## src/rtl/sleep_ctrl_regs.svh

```systemverilog
// Register indices, field positions, reset values and timing of the power manager
`ifndef SLEEP_CTRL_REGS_SVH
`define SLEEP_CTRL_REGS_SVH

// Register indices; byte address is four times the index
`define IDX_FAILURE_BACKUP_CONTROL 8'h00
`define IDX_SLEEP_CONFIG 8'h01
`define IDX_CORE_CLOCK_DIVIDE 8'h08
`define IDX_PERIPH_BUS_A_DIVIDE 8'h09
`define IDX_PERIPH_BUS_B_DIVIDE 8'h0A
`define IDX_PERIPH_BUS_C_DIVIDE 8'h0B
`define IDX_SYSTEM_BUS_CLOCK_GATES 8'h14
`define IDX_PERIPH_BUS_A_CLOCK_GATES 8'h18
`define IDX_PERIPH_BUS_B_CLOCK_GATES 8'h1C
`define IDX_PERIPH_BUS_C_CLOCK_GATES 8'h20
`define IDX_IRQ_ENABLE_CLEAR 8'h34
`define IDX_IRQ_ENABLE_SET 8'h35
`define IDX_IRQ_STATUS_FLAGS 8'h36
`define IDX_RESET_ORIGIN 8'h38
`define APB_IDX_HI 9
`define APB_IDX_LO 2

// Field positions
`define CTRL_BACKUP_BIT 4
`define CTRL_DETECT_BIT 2
`define IRQ_READY_BIT 0
`define IRQ_LOSS_BIT 1
`define IRQ_W 2
`define IDLE_W 2
`define DIV_W 3
`define ORIGIN_W 8
`define ORIGIN_POWER_UP_BIT 0
`define ORIGIN_CORE_DROOP_BIT 1
`define ORIGIN_HIGH_DROOP_BIT 2
`define ORIGIN_PIN_BIT 4
`define ORIGIN_WATCHDOG_BIT 5
`define ORIGIN_SOFTWARE_BIT 6

// Idle level codes
`define IDLE_CPU 2'h0
`define IDLE_AHB 2'h1
`define IDLE_APB 2'h2

// Clock gate masks: reset values and writable bits
`define SYS_GATES_RST 32'h0000007F
`define SYS_GATES_WMASK 32'h0000001F
`define BUS_A_GATES_RST 32'h0000007F
`define BUS_A_GATES_WMASK 32'h0000007F
`define BUS_B_GATES_RST 32'h0000007F
`define BUS_B_GATES_WMASK 32'h0000000F
`define BUS_C_GATES_RST 32'h00010000
`define BUS_C_GATES_WMASK 32'h000FFFFF

// Timing
`define CLK_PERIOD_NS 100
`define SETTLE_TIME_NS 400

`endif

```

## src/rtl/sleep_ctrl_pkg.sv

```systemverilog
// Shared types of the sleep mode power controller
package sleep_ctrl_pkg;
  typedef enum logic [1:0] {ST_ACTIVE, ST_IDLE, ST_STANDBY} power_state_e;
  typedef logic [2:0] div_t;
endpackage : sleep_ctrl_pkg

```

## src/rtl/settle_if.sv

```systemverilog
// Handshake between the register block and the clock settle timer
`timescale 1ns/1ns
`default_nettype none
interface settle_if;
  logic start;
  logic busy;
  logic done;
  modport ctrl (output start, input busy, input done);
  modport timer (input start, output busy, output done);
endinterface : settle_if
`default_nettype wire

```

## src/rtl/clock_settle_timer.sv

```systemverilog
// Delay from a prescaler write until the new division is in effect
`timescale 1ns/1ns
`default_nettype none
`include "sleep_ctrl_regs.svh"
module clock_settle_timer #(
  parameter int SETTLE_NS = `SETTLE_TIME_NS
) (
  input wire logic clk,
  input wire logic rst_b,
  input wire logic ce,
  settle_if.timer st
);
  localparam int RAW_CYC = (SETTLE_NS + `CLK_PERIOD_NS - 1) / `CLK_PERIOD_NS;
  localparam int SETTLE_CYC = (RAW_CYC < 1) ? 1 : RAW_CYC;
  localparam int CW = $clog2(SETTLE_CYC + 1);
  localparam logic [CW-1:0] LAST = CW'(SETTLE_CYC - 1);

  typedef struct packed {
    logic busy;
    logic done;
    logic [CW-1:0] cnt;
  } timer_s;

  timer_s s_ff;
  timer_s nxt_s;

  always_comb begin
    nxt_s = s_ff;
    nxt_s.done = 1'b0;
    // A rewrite during the wait restarts it so the last setting is the one
    if (st.start) begin
      nxt_s.busy = 1'b1;
      nxt_s.cnt = '0;
    end else if (s_ff.busy) begin
      if (s_ff.cnt == LAST) begin
        nxt_s.busy = 1'b0;
        nxt_s.done = 1'b1;
      end else begin
        nxt_s.cnt = s_ff.cnt + CW'(1);
      end
    end
  end

  always_ff @(posedge clk or negedge rst_b) begin
    if (!rst_b) begin
      s_ff <= '0;
    end else if (ce) begin
      s_ff <= nxt_s;
    end
  end

  assign st.busy = s_ff.busy;
  assign st.done = s_ff.done;
endmodule : clock_settle_timer
`default_nettype wire

```

## src/rtl/sleep_mode_power_controller.sv

```systemverilog
// Sleep mode, clock gating and interrupt logic of the power manager
// Functional notes
// - Wait-for-interrupt with deep sleep clear enters idle at configured level
// - Idle code 0 stops CPU, 1 adds system bus, 2 adds peripheral bus
// - Idle keeps oscillators, generic clock, regulator and RAM running normally
// - Stopped domain halts its modules whatever their clock mask bit says
// - Sleep after handler return also enters idle or standby as configured
// - Unmasked, high enough interrupt wakes idle and restarts stopped clocks
// - Idle 1 wakes on bus or async interrupts; idle 2, standby async only
// - Interrupts from generic, external clock or event count as asynchronous
// - Wait-for-interrupt with deep sleep set enters standby
// - Standby stops bus, CPU, generic clocks; oscillators by their own bits
// - Standby puts regulator and RAM in low power; idle keeps them normal
// - Enabled asynchronous interrupt wakes the device from standby
// - In standby a peripheral may get its generic clock on demand
// - Clock ready bit 0 and clock loss bit 1 flags set on their events
// - Enable set and clear registers act on ones, ignore zeros
// - Interrupt asserted while any flag and its enable are both set
// - Controller runs in idle, frozen in standby until async wake; here bus writes and the ready flag still update in standby
// - Clock ready reads zero after a prescaler write until settings apply
// - Clock failure switches to backup oscillator, sets flag and select bit
// - Reset origin reports the latest reset source in six bits
`timescale 1ns/1ns
`default_nettype none
`include "sleep_ctrl_regs.svh"
module sleep_mode_power_controller #(
  parameter int NIRQ = 8,
  parameter int NOSC = 4,
  parameter int SETTLE_NS = `SETTLE_TIME_NS
) (
  input wire logic clk,
  input wire logic rst_b,
  input wire logic ce,
  input wire logic psel,
  input wire logic penable,
  input wire logic pwrite,
  input wire logic [11:0] paddr,
  input wire logic [31:0] pwdata,
  output logic [31:0] prdata,
  output logic pready,
  output logic pslverr,
  input wire logic wait_for_interrupt_instruction,
  input wire logic deep_sleep_select,
  input wire logic sleep_after_handler_return,
  input wire logic lowest_handler_return,
  input wire logic [NIRQ-1:0] sync_irq_wake,
  input wire logic [NIRQ-1:0] async_irq_wake,
  input wire logic generic_clock_request,
  input wire logic [NOSC-1:0] keep_running_in_deep_sleep,
  input wire logic [NOSC-1:0] request_gated_run,
  input wire logic [NOSC-1:0] osc_requested,
  input wire logic main_clock_failed,
  input wire logic [5:0] reset_source,
  output logic cpu_clk_en,
  output logic ahb_clk_en,
  output logic apb_clk_en,
  output logic generic_clock_run,
  output logic regulator_low_power,
  output logic ram_low_power,
  output logic [NOSC-1:0] osc_run,
  output logic [31:0] sys_gate_en,
  output logic [31:0] bus_a_gate_en,
  output logic [31:0] bus_b_gate_en,
  output logic [31:0] bus_c_gate_en,
  output sleep_ctrl_pkg::div_t core_prescale_sel,
  output sleep_ctrl_pkg::div_t bus_a_prescale_sel,
  output sleep_ctrl_pkg::div_t bus_b_prescale_sel,
  output sleep_ctrl_pkg::div_t bus_c_prescale_sel,
  output logic backup_clock_selected,
  output logic failure_detector_on,
  output logic irq
);
  //**************************************************************
  // State
  //**************************************************************
  typedef struct packed {
    sleep_ctrl_pkg::power_state_e mode;
    logic [`IDLE_W-1:0] idle_lvl;
    logic [`IDLE_W-1:0] idle_cfg;
    logic backup;
    logic detect_on;
    sleep_ctrl_pkg::div_t core_div;
    sleep_ctrl_pkg::div_t a_div;
    sleep_ctrl_pkg::div_t b_div;
    sleep_ctrl_pkg::div_t c_div;
    logic [31:0] sys_mask;
    logic [31:0] a_mask;
    logic [31:0] b_mask;
    logic [31:0] c_mask;
    logic [`IRQ_W-1:0] irq_en;
    logic [`IRQ_W-1:0] flags;
    logic [`ORIGIN_W-1:0] origin;
    logic origin_taken;
    logic pready;
    logic [31:0] prdata;
    logic irq;
    logic cpu_en;
    logic ahb_en;
    logic apb_en;
    logic generic_clock_unit_run;
    logic low_power;
    logic [NOSC-1:0] osc_run;
    logic [31:0] sys_gate;
    logic [31:0] a_gate;
    logic [31:0] b_gate;
    logic [31:0] c_gate;
  } ctrl_s;

  ctrl_s s_ff;
  ctrl_s nxt_s;
  settle_if settle ();
  logic [NOSC-1:0] osc_idle_run;
  logic [NOSC-1:0] osc_deep_run;

  clock_settle_timer #(.SETTLE_NS(SETTLE_NS)) u_settle (
    .clk(clk),
    .rst_b(rst_b),
    .ce(ce),
    .st(settle)
  );

  //**************************************************************
  // Oscillator run requests
  //**************************************************************
  for (genvar i = 0; i < NOSC; i++) begin : g_osc
    assign osc_idle_run[i] = !request_gated_run[i] || osc_requested[i];
    assign osc_deep_run[i] = keep_running_in_deep_sleep[i] &&
                             osc_idle_run[i];
  end

  //**************************************************************
  // Next state
  //**************************************************************
  logic access;
  logic wr;
  logic [7:0] idx;
  logic div_wr;
  logic sleep_req;
  logic wake;
  logic loss_evt;
  logic [31:0] rd;

  assign idx = paddr[`APB_IDX_HI:`APB_IDX_LO];
  assign access = psel && penable && s_ff.pready;
  assign wr = access && pwrite;
  assign div_wr = wr && (idx == `IDX_CORE_CLOCK_DIVIDE ||
                         idx == `IDX_PERIPH_BUS_A_DIVIDE ||
                         idx == `IDX_PERIPH_BUS_B_DIVIDE ||
                         idx == `IDX_PERIPH_BUS_C_DIVIDE);
  assign settle.start = div_wr && ce;
  assign sleep_req = wait_for_interrupt_instruction ||
                     (sleep_after_handler_return &&
                      lowest_handler_return);
  assign loss_evt = main_clock_failed && s_ff.detect_on &&
                    s_ff.mode == sleep_ctrl_pkg::ST_ACTIVE;

  always_comb begin
    rd = '0;
    unique case (idx)
      `IDX_FAILURE_BACKUP_CONTROL: begin
        rd[`CTRL_BACKUP_BIT] = s_ff.backup;
        rd[`CTRL_DETECT_BIT] = s_ff.detect_on;
      end
      `IDX_SLEEP_CONFIG: rd[`IDLE_W-1:0] = s_ff.idle_cfg;
      `IDX_CORE_CLOCK_DIVIDE: rd[`DIV_W-1:0] = s_ff.core_div;
      `IDX_PERIPH_BUS_A_DIVIDE: rd[`DIV_W-1:0] = s_ff.a_div;
      `IDX_PERIPH_BUS_B_DIVIDE: rd[`DIV_W-1:0] = s_ff.b_div;
      `IDX_PERIPH_BUS_C_DIVIDE: rd[`DIV_W-1:0] = s_ff.c_div;
      `IDX_SYSTEM_BUS_CLOCK_GATES: rd = s_ff.sys_mask;
      `IDX_PERIPH_BUS_A_CLOCK_GATES: rd = s_ff.a_mask;
      `IDX_PERIPH_BUS_B_CLOCK_GATES: rd = s_ff.b_mask;
      `IDX_PERIPH_BUS_C_CLOCK_GATES: rd = s_ff.c_mask;
      `IDX_IRQ_ENABLE_CLEAR: rd[`IRQ_W-1:0] = s_ff.irq_en;
      `IDX_IRQ_ENABLE_SET: rd[`IRQ_W-1:0] = s_ff.irq_en;
      `IDX_IRQ_STATUS_FLAGS: rd[`IRQ_W-1:0] = s_ff.flags;
      `IDX_RESET_ORIGIN: rd[`ORIGIN_W-1:0] = s_ff.origin;
      default: rd = '0;
    endcase
  end

  always_comb begin
    nxt_s = s_ff;
    wake = 1'b0;
    // One wait state: pready rises one cycle into the access phase
    nxt_s.pready = psel && penable && !s_ff.pready;
    if (psel && penable && !s_ff.pready) begin
      nxt_s.prdata = pwrite ? '0 : rd;
    end

    if (wr) begin
      unique case (idx)
        `IDX_FAILURE_BACKUP_CONTROL: begin
          nxt_s.backup = pwdata[`CTRL_BACKUP_BIT];
          nxt_s.detect_on = pwdata[`CTRL_DETECT_BIT];
        end
        `IDX_SLEEP_CONFIG: nxt_s.idle_cfg = pwdata[`IDLE_W-1:0];
        `IDX_CORE_CLOCK_DIVIDE: nxt_s.core_div = pwdata[`DIV_W-1:0];
        `IDX_PERIPH_BUS_A_DIVIDE: nxt_s.a_div = pwdata[`DIV_W-1:0];
        `IDX_PERIPH_BUS_B_DIVIDE: nxt_s.b_div = pwdata[`DIV_W-1:0];
        `IDX_PERIPH_BUS_C_DIVIDE: nxt_s.c_div = pwdata[`DIV_W-1:0];
        `IDX_SYSTEM_BUS_CLOCK_GATES:
          nxt_s.sys_mask = pwdata & `SYS_GATES_WMASK;
        `IDX_PERIPH_BUS_A_CLOCK_GATES:
          nxt_s.a_mask = pwdata & `BUS_A_GATES_WMASK;
        `IDX_PERIPH_BUS_B_CLOCK_GATES:
          nxt_s.b_mask = pwdata & `BUS_B_GATES_WMASK;
        `IDX_PERIPH_BUS_C_CLOCK_GATES:
          nxt_s.c_mask = pwdata & `BUS_C_GATES_WMASK;
        `IDX_IRQ_ENABLE_CLEAR:
          nxt_s.irq_en = s_ff.irq_en & ~pwdata[`IRQ_W-1:0];
        `IDX_IRQ_ENABLE_SET:
          nxt_s.irq_en = s_ff.irq_en | pwdata[`IRQ_W-1:0];
        `IDX_IRQ_STATUS_FLAGS:
          nxt_s.flags = s_ff.flags & ~pwdata[`IRQ_W-1:0];
        default: ;
      endcase
    end

    // Old settings no longer apply once a prescaler is rewritten
    if (div_wr) begin
      nxt_s.flags[`IRQ_READY_BIT] = 1'b0;
    end
    // Hardware sets win over a software clear in the same cycle
    if (settle.done) begin
      nxt_s.flags[`IRQ_READY_BIT] = 1'b1;
    end
    if (loss_evt) begin
      nxt_s.flags[`IRQ_LOSS_BIT] = 1'b1;
      nxt_s.backup = 1'b1;
    end

    // Latch reset origin once, on the first enabled cycle after release
    if (!s_ff.origin_taken) begin
      nxt_s.origin_taken = 1'b1;
      nxt_s.origin = '0;
      nxt_s.origin[`ORIGIN_POWER_UP_BIT] = reset_source[0];
      nxt_s.origin[`ORIGIN_CORE_DROOP_BIT] = reset_source[1];
      nxt_s.origin[`ORIGIN_HIGH_DROOP_BIT] = reset_source[2];
      nxt_s.origin[`ORIGIN_PIN_BIT] = reset_source[3];
      nxt_s.origin[`ORIGIN_WATCHDOG_BIT] = reset_source[4];
      nxt_s.origin[`ORIGIN_SOFTWARE_BIT] = reset_source[5];
    end

    //************************************************************
    // Sleep sequencing
    //************************************************************
    unique case (s_ff.mode)
      sleep_ctrl_pkg::ST_ACTIVE: begin
        if (sleep_req) begin
          if (deep_sleep_select) begin
            nxt_s.mode = sleep_ctrl_pkg::ST_STANDBY;
          end else begin
            nxt_s.mode = sleep_ctrl_pkg::ST_IDLE;
            nxt_s.idle_lvl = s_ff.idle_cfg;
          end
        end
      end
      sleep_ctrl_pkg::ST_IDLE: begin
        // Levels 0 and 1 take bus clocked wakes; 2 and up only async
        if (s_ff.idle_lvl == `IDLE_CPU || s_ff.idle_lvl == `IDLE_AHB) begin
          wake = |(sync_irq_wake | async_irq_wake);
        end else begin
          wake = |async_irq_wake;
        end
        if (wake) begin
          nxt_s.mode = sleep_ctrl_pkg::ST_ACTIVE;
        end
      end
      sleep_ctrl_pkg::ST_STANDBY: begin
        // Registers keep updating from the bus and settle timer; only the async wake is watched
        wake = |async_irq_wake;
        if (wake) begin
          nxt_s.mode = sleep_ctrl_pkg::ST_ACTIVE;
        end
      end
    endcase

    //************************************************************
    // Clock domain and power outputs from the coming mode
    //************************************************************
    unique case (nxt_s.mode)
      sleep_ctrl_pkg::ST_ACTIVE: begin
        nxt_s.cpu_en = 1'b1;
        nxt_s.ahb_en = 1'b1;
        nxt_s.apb_en = 1'b1;
        nxt_s.generic_clock_unit_run = 1'b1;
        nxt_s.low_power = 1'b0;
        nxt_s.osc_run = osc_idle_run;
      end
      sleep_ctrl_pkg::ST_IDLE: begin
        nxt_s.cpu_en = 1'b0;
        nxt_s.ahb_en = (nxt_s.idle_lvl == `IDLE_CPU);
        // Reserved code 3 is handled as the deepest idle level
        nxt_s.apb_en = (nxt_s.idle_lvl == `IDLE_CPU ||
                        nxt_s.idle_lvl == `IDLE_AHB);
        nxt_s.generic_clock_unit_run = 1'b1;
        nxt_s.low_power = 1'b0;
        nxt_s.osc_run = osc_idle_run;
      end
      sleep_ctrl_pkg::ST_STANDBY: begin
        nxt_s.cpu_en = 1'b0;
        nxt_s.ahb_en = 1'b0;
        nxt_s.apb_en = 1'b0;
        nxt_s.generic_clock_unit_run = generic_clock_request;
        nxt_s.low_power = 1'b1;
        nxt_s.osc_run = osc_deep_run;
      end
    endcase

    // Stopped domain overrides every mask bit
    nxt_s.sys_gate = nxt_s.ahb_en ? nxt_s.sys_mask : '0;
    nxt_s.a_gate = nxt_s.apb_en ? nxt_s.a_mask : '0;
    nxt_s.b_gate = nxt_s.apb_en ? nxt_s.b_mask : '0;
    nxt_s.c_gate = nxt_s.apb_en ? nxt_s.c_mask : '0;

    nxt_s.irq = |(nxt_s.flags & nxt_s.irq_en);
  end

  //**************************************************************
  // Registers
  //**************************************************************
  always_ff @(posedge clk or negedge rst_b) begin
    if (!rst_b) begin
      s_ff <= '0;
      s_ff.mode <= sleep_ctrl_pkg::ST_ACTIVE;
      s_ff.sys_mask <= `SYS_GATES_RST & `SYS_GATES_WMASK;
      s_ff.a_mask <= `BUS_A_GATES_RST & `BUS_A_GATES_WMASK;
      s_ff.b_mask <= `BUS_B_GATES_RST & `BUS_B_GATES_WMASK;
      s_ff.c_mask <= `BUS_C_GATES_RST & `BUS_C_GATES_WMASK;
      s_ff.flags <= `IRQ_W'(1) << `IRQ_READY_BIT;
      s_ff.cpu_en <= 1'b1;
      s_ff.ahb_en <= 1'b1;
      s_ff.apb_en <= 1'b1;
      s_ff.generic_clock_unit_run <= 1'b1;
      s_ff.osc_run <= '1;
      s_ff.sys_gate <= `SYS_GATES_RST & `SYS_GATES_WMASK;
      s_ff.a_gate <= `BUS_A_GATES_RST & `BUS_A_GATES_WMASK;
      s_ff.b_gate <= `BUS_B_GATES_RST & `BUS_B_GATES_WMASK;
      s_ff.c_gate <= `BUS_C_GATES_RST & `BUS_C_GATES_WMASK;
    end else if (ce) begin
      s_ff <= nxt_s;
    end
  end

  assign prdata = s_ff.prdata;
  assign pready = s_ff.pready;
  assign pslverr = 1'b0;
  assign cpu_clk_en = s_ff.cpu_en;
  assign ahb_clk_en = s_ff.ahb_en;
  assign apb_clk_en = s_ff.apb_en;
  assign generic_clock_run = s_ff.generic_clock_unit_run;
  assign regulator_low_power = s_ff.low_power;
  assign ram_low_power = s_ff.low_power;
  assign osc_run = s_ff.osc_run;
  assign sys_gate_en = s_ff.sys_gate;
  assign bus_a_gate_en = s_ff.a_gate;
  assign bus_b_gate_en = s_ff.b_gate;
  assign bus_c_gate_en = s_ff.c_gate;
  assign core_prescale_sel = s_ff.core_div;
  assign bus_a_prescale_sel = s_ff.a_div;
  assign bus_b_prescale_sel = s_ff.b_div;
  assign bus_c_prescale_sel = s_ff.c_div;
  assign backup_clock_selected = s_ff.backup;
  assign failure_detector_on = s_ff.detect_on;
  assign irq = s_ff.irq;
endmodule : sleep_mode_power_controller
`default_nettype wire

```

## config.mk

```make
export PLATFORM = sky130hd
export DESIGN_NAME = sleep_mode_power_controller
export DESIGN_NICKNAME = d
export VERILOG_FILES = /design/src/rtl/sleep_ctrl_pkg.sv /design/src/rtl/settle_if.sv /design/src/rtl/clock_settle_timer.sv /design/src/rtl/sleep_mode_power_controller.sv
export VERILOG_INCLUDE_DIRS = /design/src /design/src/rtl
export SDC_FILE = /design/constraint.sdc
export NUM_CORES = 1
export LEC_CHECK = 0
export ABC_CLOCK_PERIOD_IN_PS = 7400
export BUFFER_PORTS_ARGS = -buffer_cell sky130_fd_sc_hd__buf_4
export CAP_MARGIN = 20
export CORE_MARGIN = 4
export CORE_UTILIZATION = 45
export DETAILED_ROUTE_END_ITERATION = 8
export GPL_TIMING_DRIVEN = 1
export PLACE_DENSITY = 0.67
export RECOVER_POWER = 25
export SYNTH_ARGS = -nofsm -noshare
export SYNTH_HDL_FRONTEND = slang
export SYNTH_SLANG_ARGS = --single-unit
```

## constraint.sdc

```tcl
create_clock -name clk -period 7.4 [get_ports clk]
set_input_delay 0 -clock clk [delete_from_list [all_inputs] [get_ports clk]]
set_output_delay 0 -clock clk [all_outputs]
set_load 0.005 [all_outputs]
```

== After elaboration in Yosys (flattened, before gate mapping) ==
Index checks and enable logic that the tools add are counted.

* Register bits after elaboration: 335
* Output and inout port bits: 187
* Word-level logic and storage cells: 155

* Add/subtract/negate cells: 1
* Equal/unequal tests: 21
* Multiplexer cells: 43
* Bitwise logic cells: 7
* Reductions and logical operators: 50

{| class="wikitable"
|+ Operators with widths
! operator !! count
|-
| 2-to-1 mux 32 bit || 9
|-
| 2-to-1 mux 146 bit || 1
|-
| one-hot mux 24 bit (4 select lines) || 1
|-
| == test 8 x 6 -> 1 bit, second input constant || 5
|-
| == test 8 x 4 -> 1 bit, second input constant || 4
|-
| one-hot mux 9 bit (3 select lines) || 1
|-
| == test 8 x 5 -> 1 bit, second input constant || 3
|-
| one-hot mux 2 bit (12 select lines) || 1
|-
| AND reduction 3 bit || 8
|-
| 2-to-1 mux 3 bit || 6
|-
| 2-to-1 mux 2 bit || 8
|-
| OR reduction 8 bit || 2
|-
| one-hot mux 3 bit (5 select lines) || 1
|-
| logical AND 1 bit || 13
|-
| logical OR 1 bit || 10
|-
| one-hot mux 1 bit (10 select lines) || 1
|-
| == test 2 x 1 -> 1 bit, second input constant || 4
|-
| == test 8 x 1 -> 1 bit, second input constant || 1
|-
| logical NOT 2 bit || 4
|-
| logical NOT 8 bit || 1
|-
| 2-to-1 mux 1 bit || 8
|-
| bitwise OR 8 bit || 1
|-
| AND 2 bit || 3
|-
| one-hot mux 1 bit (6 select lines) || 1
|-
| 16 further kinds || 25
|}

== Depth between registers and ports, before layout ==
* Depth in word-level cells: 9
* Mapped depth: 12

== Cells and area by module ==
Synthesis repeated with hierarchy kept, for this count alone.

* Cell total of the unflattened synthesis: 1,256
* Area total of the unflattened synthesis: 15,224.6 um^2

{| class="wikitable"
|+ By module, submodules not included
! module !! times used !! cells an instance !! area an instance (um^2) !! sequential area each (um^2)
|-
| sleep_mode_power_controller || 1 || 1,231 || 14,944.3 || 8,311.7
|-
| clock_settle_timer || 1 || 25 || 280.3 || 125.1
|}

== Worst setup path after synthesis ==
OpenSTA, ideal clock, no wires.

* Kind: reg2reg
* Start: register s_ff[330] in the netlist's numbering
* End: register s_ff, in the netlist sys_gate_en[11]
* Library setup time: 0.121 ns
* Arrival time: 2.719 ns
* Setup slack: 4.560 ns
* Cell stages (with the launch flop): 13
* Buffers on the path: 2
* Cell sequence: dfrtp_1 inv_1 ha_1 nand4b_1 nor2_1 a21oi_1 ha_1 nor3b_1 a311oi_1 nor2b_1 buf_2 buf_6 a22o_1

* Longest elaborated chain between the ends: 5
* Elaborated cells between the ends (all ways): 14
* Classes of those cells: eq/ne (4); mux (7); reduce/logical (3)

{| class="wikitable"
|+ Ends and longest elaborated chain
! element !! line !! text
|-
| from (decl) || sleep_mode_power_controller.sv:109 || <nowiki>ctrl_s s_ff;</nowiki>
|-
| from (signal assigned) || sleep_mode_power_controller.sv:341 || <nowiki>s_ff <= nxt_s;</nowiki>
|-
| == test 2 bit, or another cell as far along || n/a ||
|-
| one-hot mux 2 bit (3 select lines) / 2-to-1 mux 2 bit (equally long branches) || sleep_mode_power_controller.sv:247 || <nowiki>unique case (s_ff.mode)</nowiki>
|-
| == test 2 bit, or another cell as far along || sleep_mode_power_controller.sv:281 || <nowiki>unique case (nxt_s.mode)</nowiki>
|-
| one-hot mux 9 bit (3 select lines) (*) || sleep_mode_power_controller.sv:281 ||
|-
| 2-to-1 mux 32 bit (*) || sleep_mode_power_controller.sv:311 || <nowiki>nxt_s.sys_gate = nxt_s.ahb_en ? nxt_s.sys_mask : '0;</nowiki>
|}

Every way passes the cells marked *; elsewhere a longest branch is shown, timed or not.
A chain may end at the register's enable or synchronous reset.

==> metrics.yaml <==
ctsResizeCount: 0
antenna_found_initial: 0
fin_skew_ns: 0.01901
layout-drive-gt1-share_pct: 31.67
fin_setup_tns_ns: 0
p_per_area_mw_per_mm2: 237.0
synth_top_area_share_pct: 47.58
max_freq_mhz: 226.3
wire_per_inst_um: 21.65
post-route-period-util_pct: 59.72
ys_dominant_reg_cell: "dfrtp_1"
final_antenna_net_count: 0
netlist_area_sq_mm: 0.01536
crit_path_max_fanout: 40
clk_latency_ns: 0.54
grt_setup_unrepaired: "no"
cts_tree: "yes"
start_util_pct: 45.68
syn_to_final_growth_pct: 16.97
path_class: "input port to register"
synth_edf_count: 0
grt_pass1_wl_um: 62130
ys_seq_elements: 335
final_area_sq_mm: 0.01796
synth_most_common_cell: "dfrtp_1"
synth_cells: 1298
root_buffer: "clkbuf_16"
nets: 1503
first_global_vias: 10500
placementRows: 67
synth_fp_nets: 1396
fin_util_pct: 53.44
period_minus_slack_ns: 4.419
maxCapViolations: 1
synth_area_per_cell_sq_um: 11.83
clkTransAtPathRegs_ns: 0.06
die_w_um: 192.7
wirelength_um: 40620
multiInputGateArea_sq_mm: 0.005255
clock_sinks: 335
regArea_sq_mm: 0.008437
placed_area_sq_mm: 0.01638
slew_violations: 40
drc: 0
start_kind: "input port"
worst_pin_slew_ns: 2.267
crit_path_end_kind: "register"
violations: "capacitance limit, slew limit"
ys_types: 69
dieArea_sq_mm: 0.03715
die-height_um: 192.7
boundaryPins: 277
hpwl_um: 26530
final_hold_viol_count: 0
yosysSeqAreaShare_pct: 54.94
holdWs_ns: 0.01959
via_per_inst: 5.562
leakagePower_nw: 8.905
vias: 10440
clockBufferDepth: 3
dr.pass1.iters: 5
required_ns: 7.85
yosysTopAreaCell: "dfrtp_1"
coreArea_sq_mm: 0.03362
yosysWarnings: 0
fill_cells: 2893
portBuffers: 259
yosys-top-cells-count: "292 x dfrtp_1, 178 x buf_4, 121 x a22o_1"
ir_drop_mv: 0.1589
synth.area.top_cells: "dfrtp_1 48%, buf_4 8.7%, dfstp_2 7.4%"
place_congestion: 0.8925
worst_ep_arrival_time_ns: 4.87
slew_headroom_pct: -51.12
outcome: "finished with violations"
grt_max_degree: 138
gr-total-overflow: 0
cts_made_buffers: 37
grt.total_usage_pct: 21.58
hp-class: "input port to register"
finalPower_w: 0.004258
setup_viol: 0
h-tree-depth: 2
async_flop_share_pct: 100.0
detail_route.iter0.violations: 831
per-stage QoR:
stage,cells,setup WS [ns]
after floorplan,1298,4.560
after global placement,1766,3.875
after detailed placement,1766,3.810
after CTS,1874,3.772
after global routing,1875,2.677
final,1876,2.981
worst max-delay path: stages:
cell	delay, ns
dlygate4sd3_1	0.52
clkbuf_1	1.61
inv_4	0.67
nor2_1	0.59
and2_2	0.86
a22oi_1	0.33
o2bb2ai_1	0.24
cells in the final DEF (no fill, tap or decap), types with 24 or more instances in the layout:
cell type      count
dfrtp_1          292
clkbuf_1          24
dfstp_2           43
dlygate4sd3_1     47
mux2_2            60
a21o_1            33
and2_1            39
nor2b_1           64
nand2_1           66
nand3_1           31
a22o_1           121
clkbuf_4          71
mux2i_1           29
buf_4            183
a22oi_1           37
nor3_1            27
clkbuf_16         37
final timing paths:
path                                 from           endpoint  slack, ns  cells after the start
worst max-delay path                   ce     sys_gate_en[3]       2.98                      7
worst min-delay path             paddr[7]          s_ff[327]       0.02                      4
worst max register to register  s_ff[330]   bus_a_gate_en[4]       3.84                     10
worst min register to register  s_ff[171]          s_ff[171]       0.47                      1
max in group asynchronous           rst_b  bus_c_gate_en[19]       5.72                      3
min in group asynchronous           rst_b  bus_b_gate_en[19]       0.19                      2
logic make-up after synthesis:
logic type	after synthesis	synth area share, %
flops	335	54.94
simple gates	315	11.64
fa+ha+maj	8	0.6518
mux	99	7.267
buf+inv	267	11.22
other cells	1	0.02442
xor+xnor	1	0.05704
compound gates	272	14.20
area by class of cell:
class	instances	area share [%]
Timing Repair Buffer	322	13.87
Sequential cell	335	46.97
Multi-Input combinational cell	696	29.25
Clock inverter	10	0.5990
Inverter	13	0.2856
Clock buffer	51	5.893
Tap cell	448	3.120
Antenna cell	1	0.01393
flip-flops by register name, summed over array words and instances (netlist names), 3 cells and up:
register	flops
bus_c_prescale_sel	3
u_settle.s_ff	3
bus_b_gate_en	32
prdata	32
osc_run	4
s_ff	145
bus_c_gate_en	32
bus_b_prescale_sel	3
bus_a_gate_en	32
sys_gate_en	32
core_prescale_sel	3
bus_a_prescale_sel	3
what timing repair did:
action	CTS	global route
buffers inserted	0	0
hold buffers	47	0
endpoints found under the hold margin	230	0
routing by layer:
layer / vias to the layer above / track usage [%] / part of all wire [%]
li1: 4692 / - / -
met2: 328 / 35.93 / 49
met5: - / 0 / 0
met3: 58 / 3.799 / 6.1
met1: 5357 / 29.50 / 43
met4: 0 / 5.321 / 2.2
report_power, final:
group / leakage (nW) / internal (W) / total [W] / switching, W
sequential: 4.50 / 0.00189 / 0.00191 / 0.0000287
combinational: 3.83 / 0.000215 / 0.000581 / 0.000366
clock: 0.573 / 0.00101 / 0.00176 / 0.000753
total: 8.91 / 0.00311 / 0.00426 / 0.00115
(Power assumes the default switching activity.)
